--- src/pkg/iesel_pkg.sv ---
package iesel_pkg;

    // Counts
    localparam int IESEL_NUM_CPU_INT = 16;
    localparam int IESEL_FIRST_MASKABLE = 4;
    localparam int IESEL_NUM_SEL = 12;
    localparam int IESEL_FIELDS_PER_REG = 6;
    localparam int IESEL_CODE_W = 5;
    localparam int IESEL_NUM_CODES = 32;
    localparam int IESEL_NUM_CHAN = 64;

    // Register byte addresses
    localparam logic [31:0] IESEL_ADDR_SEL_HI = 32'h019c_0000;
    localparam logic [31:0] IESEL_ADDR_SEL_LO = 32'h019c_0004;
    localparam logic [31:0] IESEL_ADDR_EN_LO = 32'h019c_0008;
    localparam logic [31:0] IESEL_ADDR_EN_HI = 32'h019c_000c;
    localparam logic [31:0] IESEL_ADDR_CAP_LO = 32'h019c_0010;
    localparam logic [31:0] IESEL_ADDR_CAP_HI = 32'h019c_0014;

    // Selector field positions, ascending input order
    localparam int IESEL_FIELD_LSB [6] = '{0, 5, 10, 16, 21, 26};
    localparam logic [31:0] IESEL_RSV_MASK = 32'h8000_8000;

    // Selector reset codes, entry 0 is input 4
    localparam logic [11:0][4:0] IESEL_SEL_RST = {
        5'h02, 5'h01, 5'h00, 5'h0b, 5'h0a, 5'h03,
        5'h09, 5'h08, 5'h07, 5'h06, 5'h05, 5'h04
    };

    // Source codes; codes 5-7, 13-15 and 18 are reached through ranges, other missing codes are reserved and select nothing
    typedef enum logic [4:0] {
        IESEL_C_HOST = 5'h00,
        IESEL_C_TMR0 = 5'h01,
        IESEL_C_TMR1 = 5'h02,
        IESEL_C_SDRA = 5'h03,
        IESEL_C_GPIO4 = 5'h04,
        IESEL_C_DMA_DONE = 5'h08,
        IESEL_C_EMU_XFER = 5'h09,
        IESEL_C_EMU_RX = 5'h0a,
        IESEL_C_EMU_TX = 5'h0b,
        IESEL_C_SER0_TX = 5'h0c,
        IESEL_C_GPIO0 = 5'h10,
        IESEL_C_SER2_TX = 5'h11,
        IESEL_C_SER2_RX = 5'h12,
        IESEL_C_TMR2 = 5'h13,
        IESEL_C_SDRB = 5'h14,
        IESEL_C_CELL = 5'h17,
        IESEL_C_VIT = 5'h1e,
        IESEL_C_TURBO = 5'h1f
    } iesel_code_t;

    typedef struct packed {
        logic host;
        logic [2:0] tmr;
        logic sdr_a;
        logic sdr_b;
        logic [15:0] gpio;
        logic dma_done;
        logic emu_xfer;
        logic emu_rx;
        logic emu_tx;
        logic [1:0] ser0_irq;
        logic [1:0] ser1_irq;
        logic [1:0] ser2_irq;
        logic cell_irq;
        logic vit_irq;
        logic turbo_irq;
        logic [1:0] ser0_dma;
        logic [1:0] ser1_dma;
        logic [1:0] ser2_dma;
        logic [1:0] vit_dma;
        logic [1:0] turbo_dma;
        logic [1:0] cell_dma;
        logic [63:0] xfer_done;
        logic [63:0] alt_xfer_done;
    } iesel_periph_t;

    typedef struct packed {
        logic [11:0][4:0] sel;
        logic [63:0] en;
        logic [63:0] cap;
        logic [15:0] cpu_int;
        logic [63:0] dma_evt;
        logic [63:0] dma_req;
        logic wreq;
        logic [31:0] rdata;
    } iesel_state_t;

    localparam iesel_state_t IESEL_STATE_RST = '{
        sel: IESEL_SEL_RST,
        wreq: 1'b1,
        default: '0
    };

endpackage

--- src/pkg/iesel_map_if.sv ---
`timescale 1ns/1ns
interface iesel_map_if;
    iesel_pkg::iesel_periph_t periph;
    logic [31:0] code_src;
    logic [63:0] chan_evt;

    modport mapper (input periph, output code_src, output chan_evt);
    modport user (output periph, input code_src, input chan_evt);
endinterface

--- src/design/iesel_event_map.sv ---
`timescale 1ns/1ns
module iesel_event_map (
    iesel_map_if.mapper m
);
    import iesel_pkg::*;

    // Selector code table; reserved codes stay low
    always_comb begin
        m.code_src = '0;
        m.code_src[IESEL_C_HOST] = m.periph.host;
        m.code_src[IESEL_C_TMR0] = m.periph.tmr[0];
        m.code_src[IESEL_C_TMR1] = m.periph.tmr[1];
        m.code_src[IESEL_C_SDRA] = m.periph.sdr_a;
        m.code_src[IESEL_C_GPIO4 +: 4] = m.periph.gpio[7:4];
        m.code_src[IESEL_C_DMA_DONE] = m.periph.dma_done;
        m.code_src[IESEL_C_EMU_XFER] = m.periph.emu_xfer;
        m.code_src[IESEL_C_EMU_RX] = m.periph.emu_rx;
        m.code_src[IESEL_C_EMU_TX] = m.periph.emu_tx;
        m.code_src[IESEL_C_SER0_TX +: 4] = {m.periph.ser1_irq, m.periph.ser0_irq};
        m.code_src[IESEL_C_GPIO0] = m.periph.gpio[0];
        m.code_src[IESEL_C_SER2_TX +: 2] = m.periph.ser2_irq;
        m.code_src[IESEL_C_TMR2] = m.periph.tmr[2];
        m.code_src[IESEL_C_SDRB] = m.periph.sdr_b;
        m.code_src[IESEL_C_CELL] = m.periph.cell_irq;
        m.code_src[IESEL_C_VIT] = m.periph.vit_irq;
        m.code_src[IESEL_C_TURBO] = m.periph.turbo_irq;
    end

    // Fixed channel table, no software remap
    always_comb begin
        m.chan_evt = '0;
        m.chan_evt[0] = m.periph.host;
        m.chan_evt[3:1] = {m.periph.sdr_a, m.periph.tmr[1:0]};
        m.chan_evt[7:4] = m.periph.gpio[7:4];
        m.chan_evt[11:8] = m.periph.gpio[3:0];
        m.chan_evt[15:12] = {m.periph.ser1_dma, m.periph.ser0_dma};
        m.chan_evt[18:17] = m.periph.ser2_dma;
        m.chan_evt[20:19] = {m.periph.sdr_b, m.periph.tmr[2]};
        m.chan_evt[31:28] = {m.periph.turbo_dma, m.periph.vit_dma};
        m.chan_evt[32] = m.periph.cell_dma[0];
        m.chan_evt[40] = m.periph.cell_dma[1];
        m.chan_evt[55:48] = m.periph.gpio[15:8];
        // Chaining completions reach every channel
        m.chan_evt = m.chan_evt | m.periph.xfer_done | m.periph.alt_xfer_done;
    end

endmodule

--- src/design/iesel_top.sv ---
// Function
// - Sixteen core inputs; input 0 is reset, highest priority, 15 lowest.
// - Inputs 0 to 3 fixed and unmaskable; 1 is NMI, 2 and 3 unused.
// - Inputs 4 to 15 take default sources at reset, software may reassign.
// - Each maskable source is a 5-bit code in the high or low selector.
// - Low register feeds inputs 4-9, high feeds 10-15, six fields each.
// - Codes 4 to 7 pick GPIO/pin events 4 to 7, defaults for 4-7.
// - Code 8 picks DMA completion (input 8), code 9 emulation transfer (9).
// - Codes 10 and 11 pick emulation receive and transmit, inputs 11, 12.
// - Defaults: input 10 refresh A, 13 host, 14 timer 0, 15 timer 1.
// - Codes 12-20 pick serial ports, GPIO 0, timer 2, refresh B.
// - Codes 23, 30, 31 pick cell, Viterbi, turbo; any maskable input.
// - Each of 64 DMA channels has at most one fixed event, not remappable.
// - Channel events are captured even while disabled.
// - Channels 0-3, 19, 20 take host, timers and refresh timers.
// - Channels 4-11 and 48-55 take GPIO events.
// - Channels 12-15, 17, 18, 28-32, 40 take serial, coprocessor, cell.
// - Every channel also syncs on completion or alternate completion.
// - Channels 16, 21-27, 33-39, 41-47, 56-63 have no peripheral event.
`timescale 1ns/1ns
module iesel_top (
    // Clock and reset
    input wire logic clk_i,
    input wire logic srst_i,
    // Avalon-MM slave
    input wire logic [31:0] avs_address_i,
    input wire logic avs_read_i,
    input wire logic avs_write_i,
    input wire logic [31:0] avs_writedata_i,
    input wire logic [3:0] avs_byteenable_i,
    output logic [31:0] avs_readdata_o,
    output logic avs_waitrequest_o,
    // Fixed core sources
    input wire logic core_reset_i,
    input wire logic nmi_i,
    // Peripheral interrupt sources
    input wire logic host_to_core_event_i,
    input wire logic timer_zero_event_i,
    input wire logic timer_one_event_i,
    input wire logic timer_two_event_i,
    input wire logic sdram_refresh_a_event_i,
    input wire logic sdram_refresh_b_event_i,
    input wire logic [15:0] gpio_event_i,
    input wire logic dma_completion_event_i,
    input wire logic emulation_transfer_event_i,
    input wire logic emulation_rx_event_i,
    input wire logic emulation_tx_event_i,
    input wire logic serial0_tx_irq_i,
    input wire logic serial0_rx_irq_i,
    input wire logic serial1_tx_irq_i,
    input wire logic serial1_rx_irq_i,
    input wire logic serial2_tx_irq_i,
    input wire logic serial2_rx_irq_i,
    input wire logic cell_interface_irq_i,
    input wire logic viterbi_coproc_irq_i,
    input wire logic turbo_coproc_irq_i,
    // Peripheral DMA events
    input wire logic serial0_tx_dma_event_i,
    input wire logic serial0_rx_dma_event_i,
    input wire logic serial1_tx_dma_event_i,
    input wire logic serial1_rx_dma_event_i,
    input wire logic serial2_tx_dma_event_i,
    input wire logic serial2_rx_dma_event_i,
    input wire logic viterbi_rx_dma_event_i,
    input wire logic viterbi_tx_dma_event_i,
    input wire logic turbo_rx_dma_event_i,
    input wire logic turbo_tx_dma_event_i,
    input wire logic cell_rx_dma_event_i,
    input wire logic cell_tx_dma_event_i,
    input wire logic [63:0] xfer_done_i,
    input wire logic [63:0] alt_xfer_done_i,
    // Core and DMA side
    output logic [15:0] cpu_int_o,
    output logic [63:0] dma_event_o,
    output logic [63:0] dma_request_o
);
    import iesel_pkg::*;

    iesel_state_t st_q;
    iesel_state_t st_d;
    logic req;
    logic accept;
    logic [31:0] be_mask;
    logic [31:0] wr_merge;
    logic [63:0] cap_clr;

    iesel_map_if m_if ();

    assign m_if.periph = '{
        host: host_to_core_event_i,
        tmr: {timer_two_event_i, timer_one_event_i, timer_zero_event_i},
        sdr_a: sdram_refresh_a_event_i,
        sdr_b: sdram_refresh_b_event_i,
        gpio: gpio_event_i,
        dma_done: dma_completion_event_i,
        emu_xfer: emulation_transfer_event_i,
        emu_rx: emulation_rx_event_i,
        emu_tx: emulation_tx_event_i,
        ser0_irq: {serial0_rx_irq_i, serial0_tx_irq_i},
        ser1_irq: {serial1_rx_irq_i, serial1_tx_irq_i},
        ser2_irq: {serial2_rx_irq_i, serial2_tx_irq_i},
        cell_irq: cell_interface_irq_i,
        vit_irq: viterbi_coproc_irq_i,
        turbo_irq: turbo_coproc_irq_i,
        ser0_dma: {serial0_rx_dma_event_i, serial0_tx_dma_event_i},
        ser1_dma: {serial1_rx_dma_event_i, serial1_tx_dma_event_i},
        ser2_dma: {serial2_rx_dma_event_i, serial2_tx_dma_event_i},
        vit_dma: {viterbi_tx_dma_event_i, viterbi_rx_dma_event_i},
        turbo_dma: {turbo_tx_dma_event_i, turbo_rx_dma_event_i},
        cell_dma: {cell_tx_dma_event_i, cell_rx_dma_event_i},
        xfer_done: xfer_done_i,
        alt_xfer_done: alt_xfer_done_i
    };

    iesel_event_map u_map (
        .m (m_if.mapper)
    );

    // Reserved bits fall out of the packing and so read as zero
    function automatic logic [31:0] sel_pack(input logic [5:0][4:0] f);
        logic [31:0] r;
        r = '0;
        for (int k = 0; k < IESEL_FIELDS_PER_REG; k++) begin
            r[IESEL_FIELD_LSB[k] +: IESEL_CODE_W] = f[k];
        end
        return r;
    endfunction

    function automatic logic [5:0][4:0] sel_unpack(input logic [31:0] r);
        logic [5:0][4:0] f;
        f = '0;
        for (int k = 0; k < IESEL_FIELDS_PER_REG; k++) begin
            f[k] = r[IESEL_FIELD_LSB[k] +: IESEL_CODE_W];
        end
        return f;
    endfunction

    function automatic logic [31:0] reg_read(input iesel_state_t s, input logic [31:0] a);
        logic [31:0] r;
        r = '0;
        unique case (a)
            IESEL_ADDR_SEL_HI: r = sel_pack(s.sel[11:6]);
            IESEL_ADDR_SEL_LO: r = sel_pack(s.sel[5:0]);
            IESEL_ADDR_EN_LO: r = s.en[31:0];
            IESEL_ADDR_EN_HI: r = s.en[63:32];
            IESEL_ADDR_CAP_LO: r = s.cap[31:0];
            IESEL_ADDR_CAP_HI: r = s.cap[63:32];
            default: r = '0;
        endcase
        return r;
    endfunction

    always_comb begin
        st_d = st_q;
        req = avs_read_i || avs_write_i;
        // One wait cycle per access so that read data come from a flop
        accept = req && !st_q.wreq;
        st_d.wreq = !(req && st_q.wreq);
        st_d.rdata = reg_read(st_q, avs_address_i);
        be_mask = {{8{avs_byteenable_i[3]}}, {8{avs_byteenable_i[2]}},
                   {8{avs_byteenable_i[1]}}, {8{avs_byteenable_i[0]}}};
        wr_merge = (reg_read(st_q, avs_address_i) & ~be_mask)
                   | (avs_writedata_i & be_mask);
        cap_clr = '0;
        if (accept && avs_write_i) begin
            unique case (avs_address_i)
                IESEL_ADDR_SEL_HI: st_d.sel[11:6] = sel_unpack(wr_merge);
                IESEL_ADDR_SEL_LO: st_d.sel[5:0] = sel_unpack(wr_merge);
                IESEL_ADDR_EN_LO: st_d.en[31:0] = wr_merge;
                IESEL_ADDR_EN_HI: st_d.en[63:32] = wr_merge;
                IESEL_ADDR_CAP_LO: cap_clr[31:0] = avs_writedata_i & be_mask;
                IESEL_ADDR_CAP_HI: cap_clr[63:32] = avs_writedata_i & be_mask;
                default: cap_clr = '0;
            endcase
        end
        // Capture ignores enable; a new event beats a same-cycle clear
        st_d.cap = (st_q.cap & ~cap_clr) | m_if.chan_evt;
        st_d.dma_evt = m_if.chan_evt;
        st_d.dma_req = st_q.cap & st_q.en;
        // Priority itself is resolved in the core; input order is the priority
        st_d.cpu_int[0] = core_reset_i;
        st_d.cpu_int[1] = nmi_i;
        st_d.cpu_int[3:2] = 2'b00;
        for (int i = 0; i < IESEL_NUM_SEL; i++) begin
            // Reserved codes map to a constant low source
            st_d.cpu_int[IESEL_FIRST_MASKABLE + i] = m_if.code_src[st_q.sel[i]];
        end
    end

    always_ff @(posedge clk_i) begin
        if (srst_i) begin
            st_q <= IESEL_STATE_RST;
        end else begin
            st_q <= st_d;
        end
    end

    assign avs_readdata_o = st_q.rdata;
    assign avs_waitrequest_o = st_q.wreq;
    assign cpu_int_o = st_q.cpu_int;
    assign dma_event_o = st_q.dma_evt;
    assign dma_request_o = st_q.dma_req;
endmodule

--- config.mk ---
export PLATFORM = sky130hd
export DESIGN_NAME = iesel_top
export DESIGN_NICKNAME = d
export VERILOG_FILES = /design/src/pkg/iesel_pkg.sv /design/src/pkg/iesel_map_if.sv /design/src/design/iesel_event_map.sv /design/src/design/iesel_top.sv
export SDC_FILE = /design/constraint.sdc
export NUM_CORES = 1
export LEC_CHECK = 0
export BUFFER_PORTS_ARGS = -buffer_cell sky130_fd_sc_hd__buf_2
export CORE_ASPECT_RATIO = 0.7
export CORE_MARGIN = 10
export CORE_UTILIZATION = 40
export DETAILED_ROUTE_END_ITERATION = 10
export PLACE_DENSITY = 0.76
export SYNTH_ARGS = -nofsm -noshare
export SYNTH_HDL_FRONTEND = slang
export SYNTH_SLANG_ARGS = --single-unit
--- constraint.sdc ---
create_clock -name clk_i -period 1.9 [get_ports clk_i]
set_input_delay 0.095 -clock clk_i [delete_from_list [all_inputs] [get_ports clk_i]]
set_output_delay 0.095 -clock clk_i [all_outputs]
set_load 0.03 [all_outputs]
==> results of run 1 <==
==> registers in the layout, indices dropped and copies added, names as in the netlist <==
signal,flops
st_q,188
dma_event_o,64
dma_request_o,64
avs_readdata_o,32
cpu_int_o,14
avs_waitrequest_o,1
==> layout by cell type, fill, tap and decap left out, types with 6 or more instances in the layout <==
| cell | netlist | layout |
|---|---|---|
| buf_4 | 176 | 122 |
| mux4_2 | 69 | 69 |
| a22oi_1 | 32 | 32 |
| dfxtp_2 | 0 | 10 |
| o22ai_1 | 58 | 58 |
| a21oi_1 | 14 | 14 |
| nor4_1 | 12 | 10 |
| nand2b_1 | 23 | 23 |
| o211a_1 | 9 | 9 |
| nor2b_1 | 66 | 66 |
| nand3_1 | 84 | 84 |
| buf_2 | 13 | 422 |
| clkbuf_16 | 0 | 39 |
| nor2_1 | 155 | 154 |
| o21ai_0 | 144 | 144 |
| or4_1 | 20 | 18 |
| and2_1 | 84 | 84 |
| a211oi_1 | 8 | 7 |
| nand2_1 | 85 | 84 |
| o221ai_1 | 67 | 67 |
| clkinv_2 | 0 | 8 |
| dlygate4sd3_1 | 0 | 164 |
| buf_12 | 0 | 17 |
| nor3_1 | 57 | 55 |
| mux2i_1 | 123 | 123 |
| clkbuf_8 | 0 | 6 |
| nand3b_1 | 6 | 6 |
| dfxtp_1 | 363 | 352 |
| mux2_2 | 56 | 56 |
==> cell families after synthesis <==
kind of cell / Yosys count
other: 1
muxes: 248
AOI/OAI and AO/OA: 352
and+or+nand+nor: 613
DFF: 363
buffers and inverters: 359
==> metal layers <==
| metal | track usage, % | share of wire, % | up-vias |
|---|---|---|---|
| li1 | - | - | 7625 |
| met1 | 30.5 | 38 | 8381 |
| met2 | 44.1 | 49 | 1019 |
| met3 | 5.77 | 8.9 | 218 |
| met4 | 10.0 | 4.0 | 4 |
| met5 | 0 | 0.031 | - |
==> through the flow <==
| stage | cell area [um2] | hold slack (ps) | worst slack, ps | utilization, % | power, mW |
|---|---|---|---|---|---|
| floorplan | 18200 | 211 | -3.75 | - | 9.24 |
| global placement | 20400 | 302 | -405 | 45.3 | 9.88 |
| detailed placement | 20400 | 306 | -406 | 45.3 | 9.93 |
| CTS | 23400 | 37.8 | 0.187 | 52.0 | 18.2 |
| global route | 23400 | 84.3 | 2.87 | 52.1 | 18.7 |
| finish | 23400 | 78.1 | 54.0 | 52.1 | 18.1 |
==> repair_timing <==
item                                    in CTS  in global routing
endpoints found under the hold margin      146                  0
endpoints found under the setup margin       5                 33
cloned                                       0                  0
hold buffers                               164                  0
resized for setup                            5                 15
==> worst min path at each step <==
stage | start | slack [ps] | to | depth (start not counted)
after floorplan | avs_read_i | 210 | avs_waitrequest_o$_SDFF_PP1_ | 1
after global placement | avs_read_i | 300 | avs_waitrequest_o$_SDFF_PP1_ | 2
after detailed placement | avs_read_i | 310 | avs_waitrequest_o$_SDFF_PP1_ | 2
after CTS | avs_byteenable_i[0] | 40 | st_q[181]$_SDFF_PP0_ | 4
after global routing | srst_i | 80 | dma_event_o[32]$_SDFF_PP0_ | 3
final | srst_i | 80 | dma_event_o[11]$_SDFF_PP0_ | 3
==> worst max-delay path, cell delays in order, from the launching register on <==
cell	delay (ps)
dfxtp_2	420
mux4_2	520
mux4_2	480
a21oi_1	180
a21oi_1	100
==> power groups by stage <==
stage	clock [mW]	combinational, mW	sequential, mW
global route	8.45	2.27	7.95
detailed placement	0	1.84	8.10
global placement	0	1.80	8.08
finish	8.07	2.14	7.93
floorplan	0	1.16	8.08
CTS	8.17	2.09	7.93
==> layout make-up <==
| cell class | instances | share of cell area, % |
|---|---|---|
| flip-flops and latches | 363 | 31.1 |
| well taps | 603 | 3.22 |
| multi-input cells | 1215 | 38.4 |
| repair buffers | 727 | 21.5 |
| clock inverters | 20 | 1.12 |
| clock buffers | 48 | 4.57 |
| diodes | 4 | 0.0428 |
| inverters | 4 | 0.0641 |
==> results by group, run 1 <==
Outcome
  • Outcome: completed

Yosys
  • Compound-cell area share of the yosys netlist: between 10 and 15%
  • Post-synth top area share: approximately 40%
  • Synth cell types: 49
  • EDFF count, synth: 0
  • Syn Std Cell Area: about 0.018 mm2
  • Ys async rst share: 0%
  • Commonest cells post-synth: dfxtp_1, buf_4, nor2_1, clkbuf_1, o21ai_0
  • Sequential area share after synthesis: 39.9%
  • Largest family of logic cells by synthesized area: multiplexers
  • Fraction of synthesized area in multiplexers: 18.8%
  • Synth area leaders: dfxtp_1, mux4_2, buf_4
  • Mean Syn Cell Area: between 9 and 10 um2
  • Yosys top cell by area: dfxtp_1
  • XOR/XNOR Fraction of Synth Area: 0%
  • Top-count cell post-synth: dfxtp_1
  • Post-Synth Simple-Gate Area: 17.4%
  • Main synth FF type: dfxtp_1
  • Synth Register Bits: around 360
  • Synthesis warning total: 0
  • Gate Count Post-Synth: 1936
  • Synth Area in Adders: 0%

Pwr
  • Flop pwr share: a little over two fifths
  • Leak pwr: between 9 and 10 nW
  • Peak VDD IR: between 600 and 700 uV
  • Sw power: 4.67 mW
  • Combinational share of power: 11.8%
  • PwrDens: 775 mW/mm2
  • P_int: about 13 mW
  • Sw Ratio: 25.8%
  • Clock power share: 44.5%

Setup path
  • Crit Path Max Fanout: 5
  • Crit end category: flop
  • R2R Path End: cpu_int_o[13]$_SDFF_PP0_
  • Setup crit end: cpu_int_o[13]$_SDFF_PP0_
  • Crit Path Category: reg -> reg
  • Worst Setup SP: st_q[350]$_SDFFE_PP0P_
  • Worst reg2reg startpoint: st_q[350]$_SDFFE_PP0P_
  • Crit path arrival time: 2260 ps
  • Setup crit start kind: flop
  • CP Data Required Time: roughly 2300 ps
  • Worst reg-to-reg path cell count: 4
  • R2r setup slk: between 50 and 60 ps

Die
  • Row count: between 60 and 70
  • I/O Pins: around 430
  • Core area: between 0.04 and 0.05 mm2
  • Die X: around 270 um
  • Starting Density: between 40% and 50%
  • Die Span Y: around 200 um
  • Die ar.: 0.0546 mm2

Drt
  • DR pass1 iterations: 7
  • Routed WL: ~73 mm
  • Via density: around 5.8
  • Avg WL per Cell: ~25 um
  • Remaining antenna violation count after routing: 0
  • Initial DRC count: 1924
  • Drt drc: 0
  • Routed vias: between 15000 and 20000

Cells and area
  • Fill cell count: between 4000 and 5000
  • Reg area: 0.00728 mm2
  • Final net count: about 2600
  • Area Growth Syn to Fin: 28.7%
  • Area of the multi-input gates: 0.00898 mm2
  • Share of layout cells above drive strength 1: about a third
  • Post-Layout Cell Count: about 3000

Clock network
  • Clock Latency Late Sink: around 560 ps
  • CTS tree: built
  • TritonCTS buffer count: 38
  • Worst-path clk slew: 70 ps
  • Bufs on Longest Clock Path: 3
  • CTS sink count: ~360
  • # H-tree levels: 2
  • Root buffer cell: clkbuf_16
  • Post-CTS setup buffer count: 0

STA
  • Crit share post-route: between 90% and 100%
  • Count of final hold-check violations: 0
  • Min Tclk post-route: 1850 ps
  • Least-Margin Pin Slew: 608 ps
  • FMAX: ~540 MHz
  • Count of final setup violators: 0
  • TNS Setup: 0 ps
  • RSZ-0062 raised after global routing: false
  • Layout Skew: between 10 and 15 ps
  • Max-slew violations: 0
  • Relative slew slack: between 50 and 60%

Placement
  • Post-DP HPWL: around 53 mm
  • Port Buffers: 423
  • RePlAce Congestion: 0.940
  • Placed cells: around 2700

Global routing
  • Initial antenna violation count: 5
  • Total track usage: ~26%
  • Grt ovf: 0
  • Largest net degree at the start of global routing: 139
  • First-pass GRT wire length: 108 mm
  • Number of global-route vias before repair: between 15000 and 20000

Job
  • Max cap viols: 0

Hold path
  • Worst Hold Class: in -> reg
(Power assumes the default switching activity.)
==> inputs of run 2 (changes only) <==
--- a/config.mk
+++ b/config.mk
@@ -8,9 +8,9 @@
 export BUFFER_PORTS_ARGS = -buffer_cell sky130_fd_sc_hd__buf_2
 export CORE_ASPECT_RATIO = 0.7
 export CORE_MARGIN = 10
-export CORE_UTILIZATION = 40
+export CORE_UTILIZATION = 46
 export DETAILED_ROUTE_END_ITERATION = 10
-export PLACE_DENSITY = 0.76
+export PLACE_DENSITY = 0.84
 export SYNTH_ARGS = -nofsm -noshare
 export SYNTH_HDL_FRONTEND = slang
 export SYNTH_SLANG_ARGS = --single-unit
==> run 2 against run 1 <==
  * Total power fell by 2.4%
  * Final cell count down 3.2%
  * Clock-buffer cell count fell by 1
  * Die area fell by 12%
  * Sequential cell count is the same
  * Maximum frequency up 0.60%
  * Cell area decreased by 1.4%
  * Global-route usage is 2.8 points higher
  * Hold slack got worse by 12 ps
  * Via count grew 1.2%
  * Sequential share of layout area rose by 0.42 points
  * Core utilization increased by 7.6 points
  * Critical endpoint is now st_q[286]$_SDFFE_PP0P_
==> results by group, run 2 (same netlist as run 1, synthesis figures left out) <==
Drt
  • Initial DRC count: slightly below 2000
  • DR pass1 iterations: 6
  • Via density: 6.04
  • Routed WL: 72.1 mm
  • Routed vias: 17459
  • Remaining antenna violation count after routing: 0
  • Avg WL per Cell: roughly 25 um
  • Drt drc: 0

Setup path
  • R2R Path End: st_q[286]$_SDFFE_PP0P_
  • Worst reg2reg startpoint: avs_waitrequest_o$_SDFF_PP1_
  • Crit Path Max Fanout: 24
  • R2r setup slk: about 65 ps
  • CP Data Required Time: about 2400 ps
  • Crit end category: flop
  • Setup crit end: st_q[286]$_SDFFE_PP0P_
  • Setup crit start kind: flop
  • Worst reg-to-reg path cell count: 5
  • Crit path arrival time: 2290 ps
  • Crit Path Category: reg -> reg
  • Worst Setup SP: avs_waitrequest_o$_SDFF_PP1_

Die
  • Row count: 60
  • Die Span Y: ~190 um
  • Die X: ~260 um
  • Starting Density: 47.0%
  • I/O Pins: 426
  • Die ar.: 0.0480 mm2
  • Core area: approximately 0.039 mm2

STA
  • Min Tclk post-route: about 1800 ps
  • Least-Margin Pin Slew: 696 ps
  • FMAX: 545 MHz
  • Relative slew slack: between 50% and 60%
  • Max-slew violations: 0
  • RSZ-0062 raised after global routing: true
  • Count of final setup violators: 0
  • Layout Skew: approximately 13 ps
  • Count of final hold-check violations: 0
  • Final worst slack: 65.0 ps
  • TNS Setup: 0 ps
  • Crit share post-route: between 90% and 100%

Cells and area
  • Post-layout util: roughly 60%
  • Final net count: between 2000 and 3000
  • Max FFs per register: approximately 190
  • Most frequent cells in the layout: buf_2, dfxtp_1, dlygate4sd3_1
  • Post-Layout Cell Count: 2890
  • Share of layout cells above drive strength 1: between 30% and 40%
  • Most common cell after layout, fill and taps aside: buf_2
  • Fill cell count: about 3200
  • Area Growth Syn to Fin: 26.9%
  • Top reg by flops: st_q

Placement
  • Post-DP HPWL: approximately 52 mm
  • Placed cells: roughly 2700
  • RePlAce Congestion: 0.943
  • Port Buffers: about 420
  • Post-place setup slack: -376 ps

Clock network
  • Clock Latency Late Sink: ~550 ps
  • CTS tree: built
  • Post-CTS setup buffer count: 0
  • Root buffer cell: clkbuf_16
  • Bufs on Longest Clock Path: 3
  • TritonCTS buffer count: 38
  • Worst-path clk slew: 70 ps
  • # H-tree levels: 2
  • CTS sink count: ~360

Hold path
  • Min-delay src: srst_i
  • Worst Hold Class: in -> reg

Job
  • Max cap viols: 0

Pwr
  • Sw Ratio: about a quarter
  • P_int: between 10 and 15 mW
  • Flop pwr share: about 45%
  • Sw power: 4.56 mW
  • Peak VDD IR: 715 uV
  • Combinational share of power: between 10% and 20%
  • Clock power share: 43.2%
  • PwrDens: 766 mW/mm2
  • Leak pwr: roughly 9.5 nW

Global routing
  • Grt ovf: 0
  • Largest net degree at the start of global routing: about 150
  • M2 GR Usage: between 50% and 60%
  • First-pass GRT wire length: 108 mm
  • Global route hottest layer: met2
  • Initial antenna violation count: 8
  • Number of global-route vias before repair: about 18000
  • Total track usage: 28.3%
  • Met3 usage: 5.88%
  • Met1 usage: 32.1%

Outcome
  • Outcome: completed
run 2: through the flow:
stage	cell area, um2	total power [mW]	hold WS (ps)
floorplan	18200	9.24	211
global placement	20100	9.85	303
detailed placement	20100	9.91	307
CTS	23000	17.7	47.0
global route	23100	18.2	73.1
finish	23100	17.7	66.3
run 2: layout make-up:
type	instances	area, um2	area share (%)
clock inverter	18	228	0.986
clock buffer	47	1010	4.39
tap	527	659	2.86
timing repair buffer	709	4890	21.2
antenna	7	17.5	0.0758
sequential	363	7280	31.5
multi-input combinational	1215	8990	38.9
inverter	4	15.0	0.0650
run 2: timing repair:
item | 4_1_cts | 5_1_grt
pin swaps | 0 | 1
endpoints found under the hold margin | 146 | 0
hold buffers | 164 | 0
resized for setup | 3 | 18
gates cloned | 0 | 1
setup endpoints to repair | 3 | 49
run 2: how the worst min path moves through the flow:
stage | to | slack, ps | depth (start not counted)
final | dma_event_o[14]$_SDFF_PP0_ | 70 | 3
after global routing | dma_event_o[36]$_SDFF_PP0_ | 70 | 3
after CTS | dma_event_o[42]$_SDFF_PP0_ | 50 | 3
after detailed placement | avs_waitrequest_o$_SDFF_PP1_ | 310 | 2
after global placement | avs_waitrequest_o$_SDFF_PP1_ | 300 | 2
after floorplan | avs_waitrequest_o$_SDFF_PP1_ | 210 | 1
run 2: power groups by stage:
| stage | clock network, mW | logic (mW) | registers [mW] |
|---|---|---|---|
| 3_5_place_dp | 0 | 1.81 | 8.09 |
| 5_1_grt | 8.02 | 2.25 | 7.95 |
| 6_report | 7.64 | 2.13 | 7.93 |
| 4_1_cts | 7.71 | 2.07 | 7.93 |
| 3_3_place_gp | 0 | 1.77 | 8.08 |
| 2_1_floorplan | 0 | 1.16 | 8.08 |
run 2: worst max-delay path: stages (launching register included):
cell and delay, ps:
dfxtp_1 310, nand2b_1 180, nand2b_1 200, buf_12 180, or4_1 630, o22ai_1 240
run 2: layer usage:
metal,share of wire [%],up-vias
met5,0,-
met2,50,1096
li1,-,7610
met1,36,8514
met4,4.9,0
met3,9.1,239
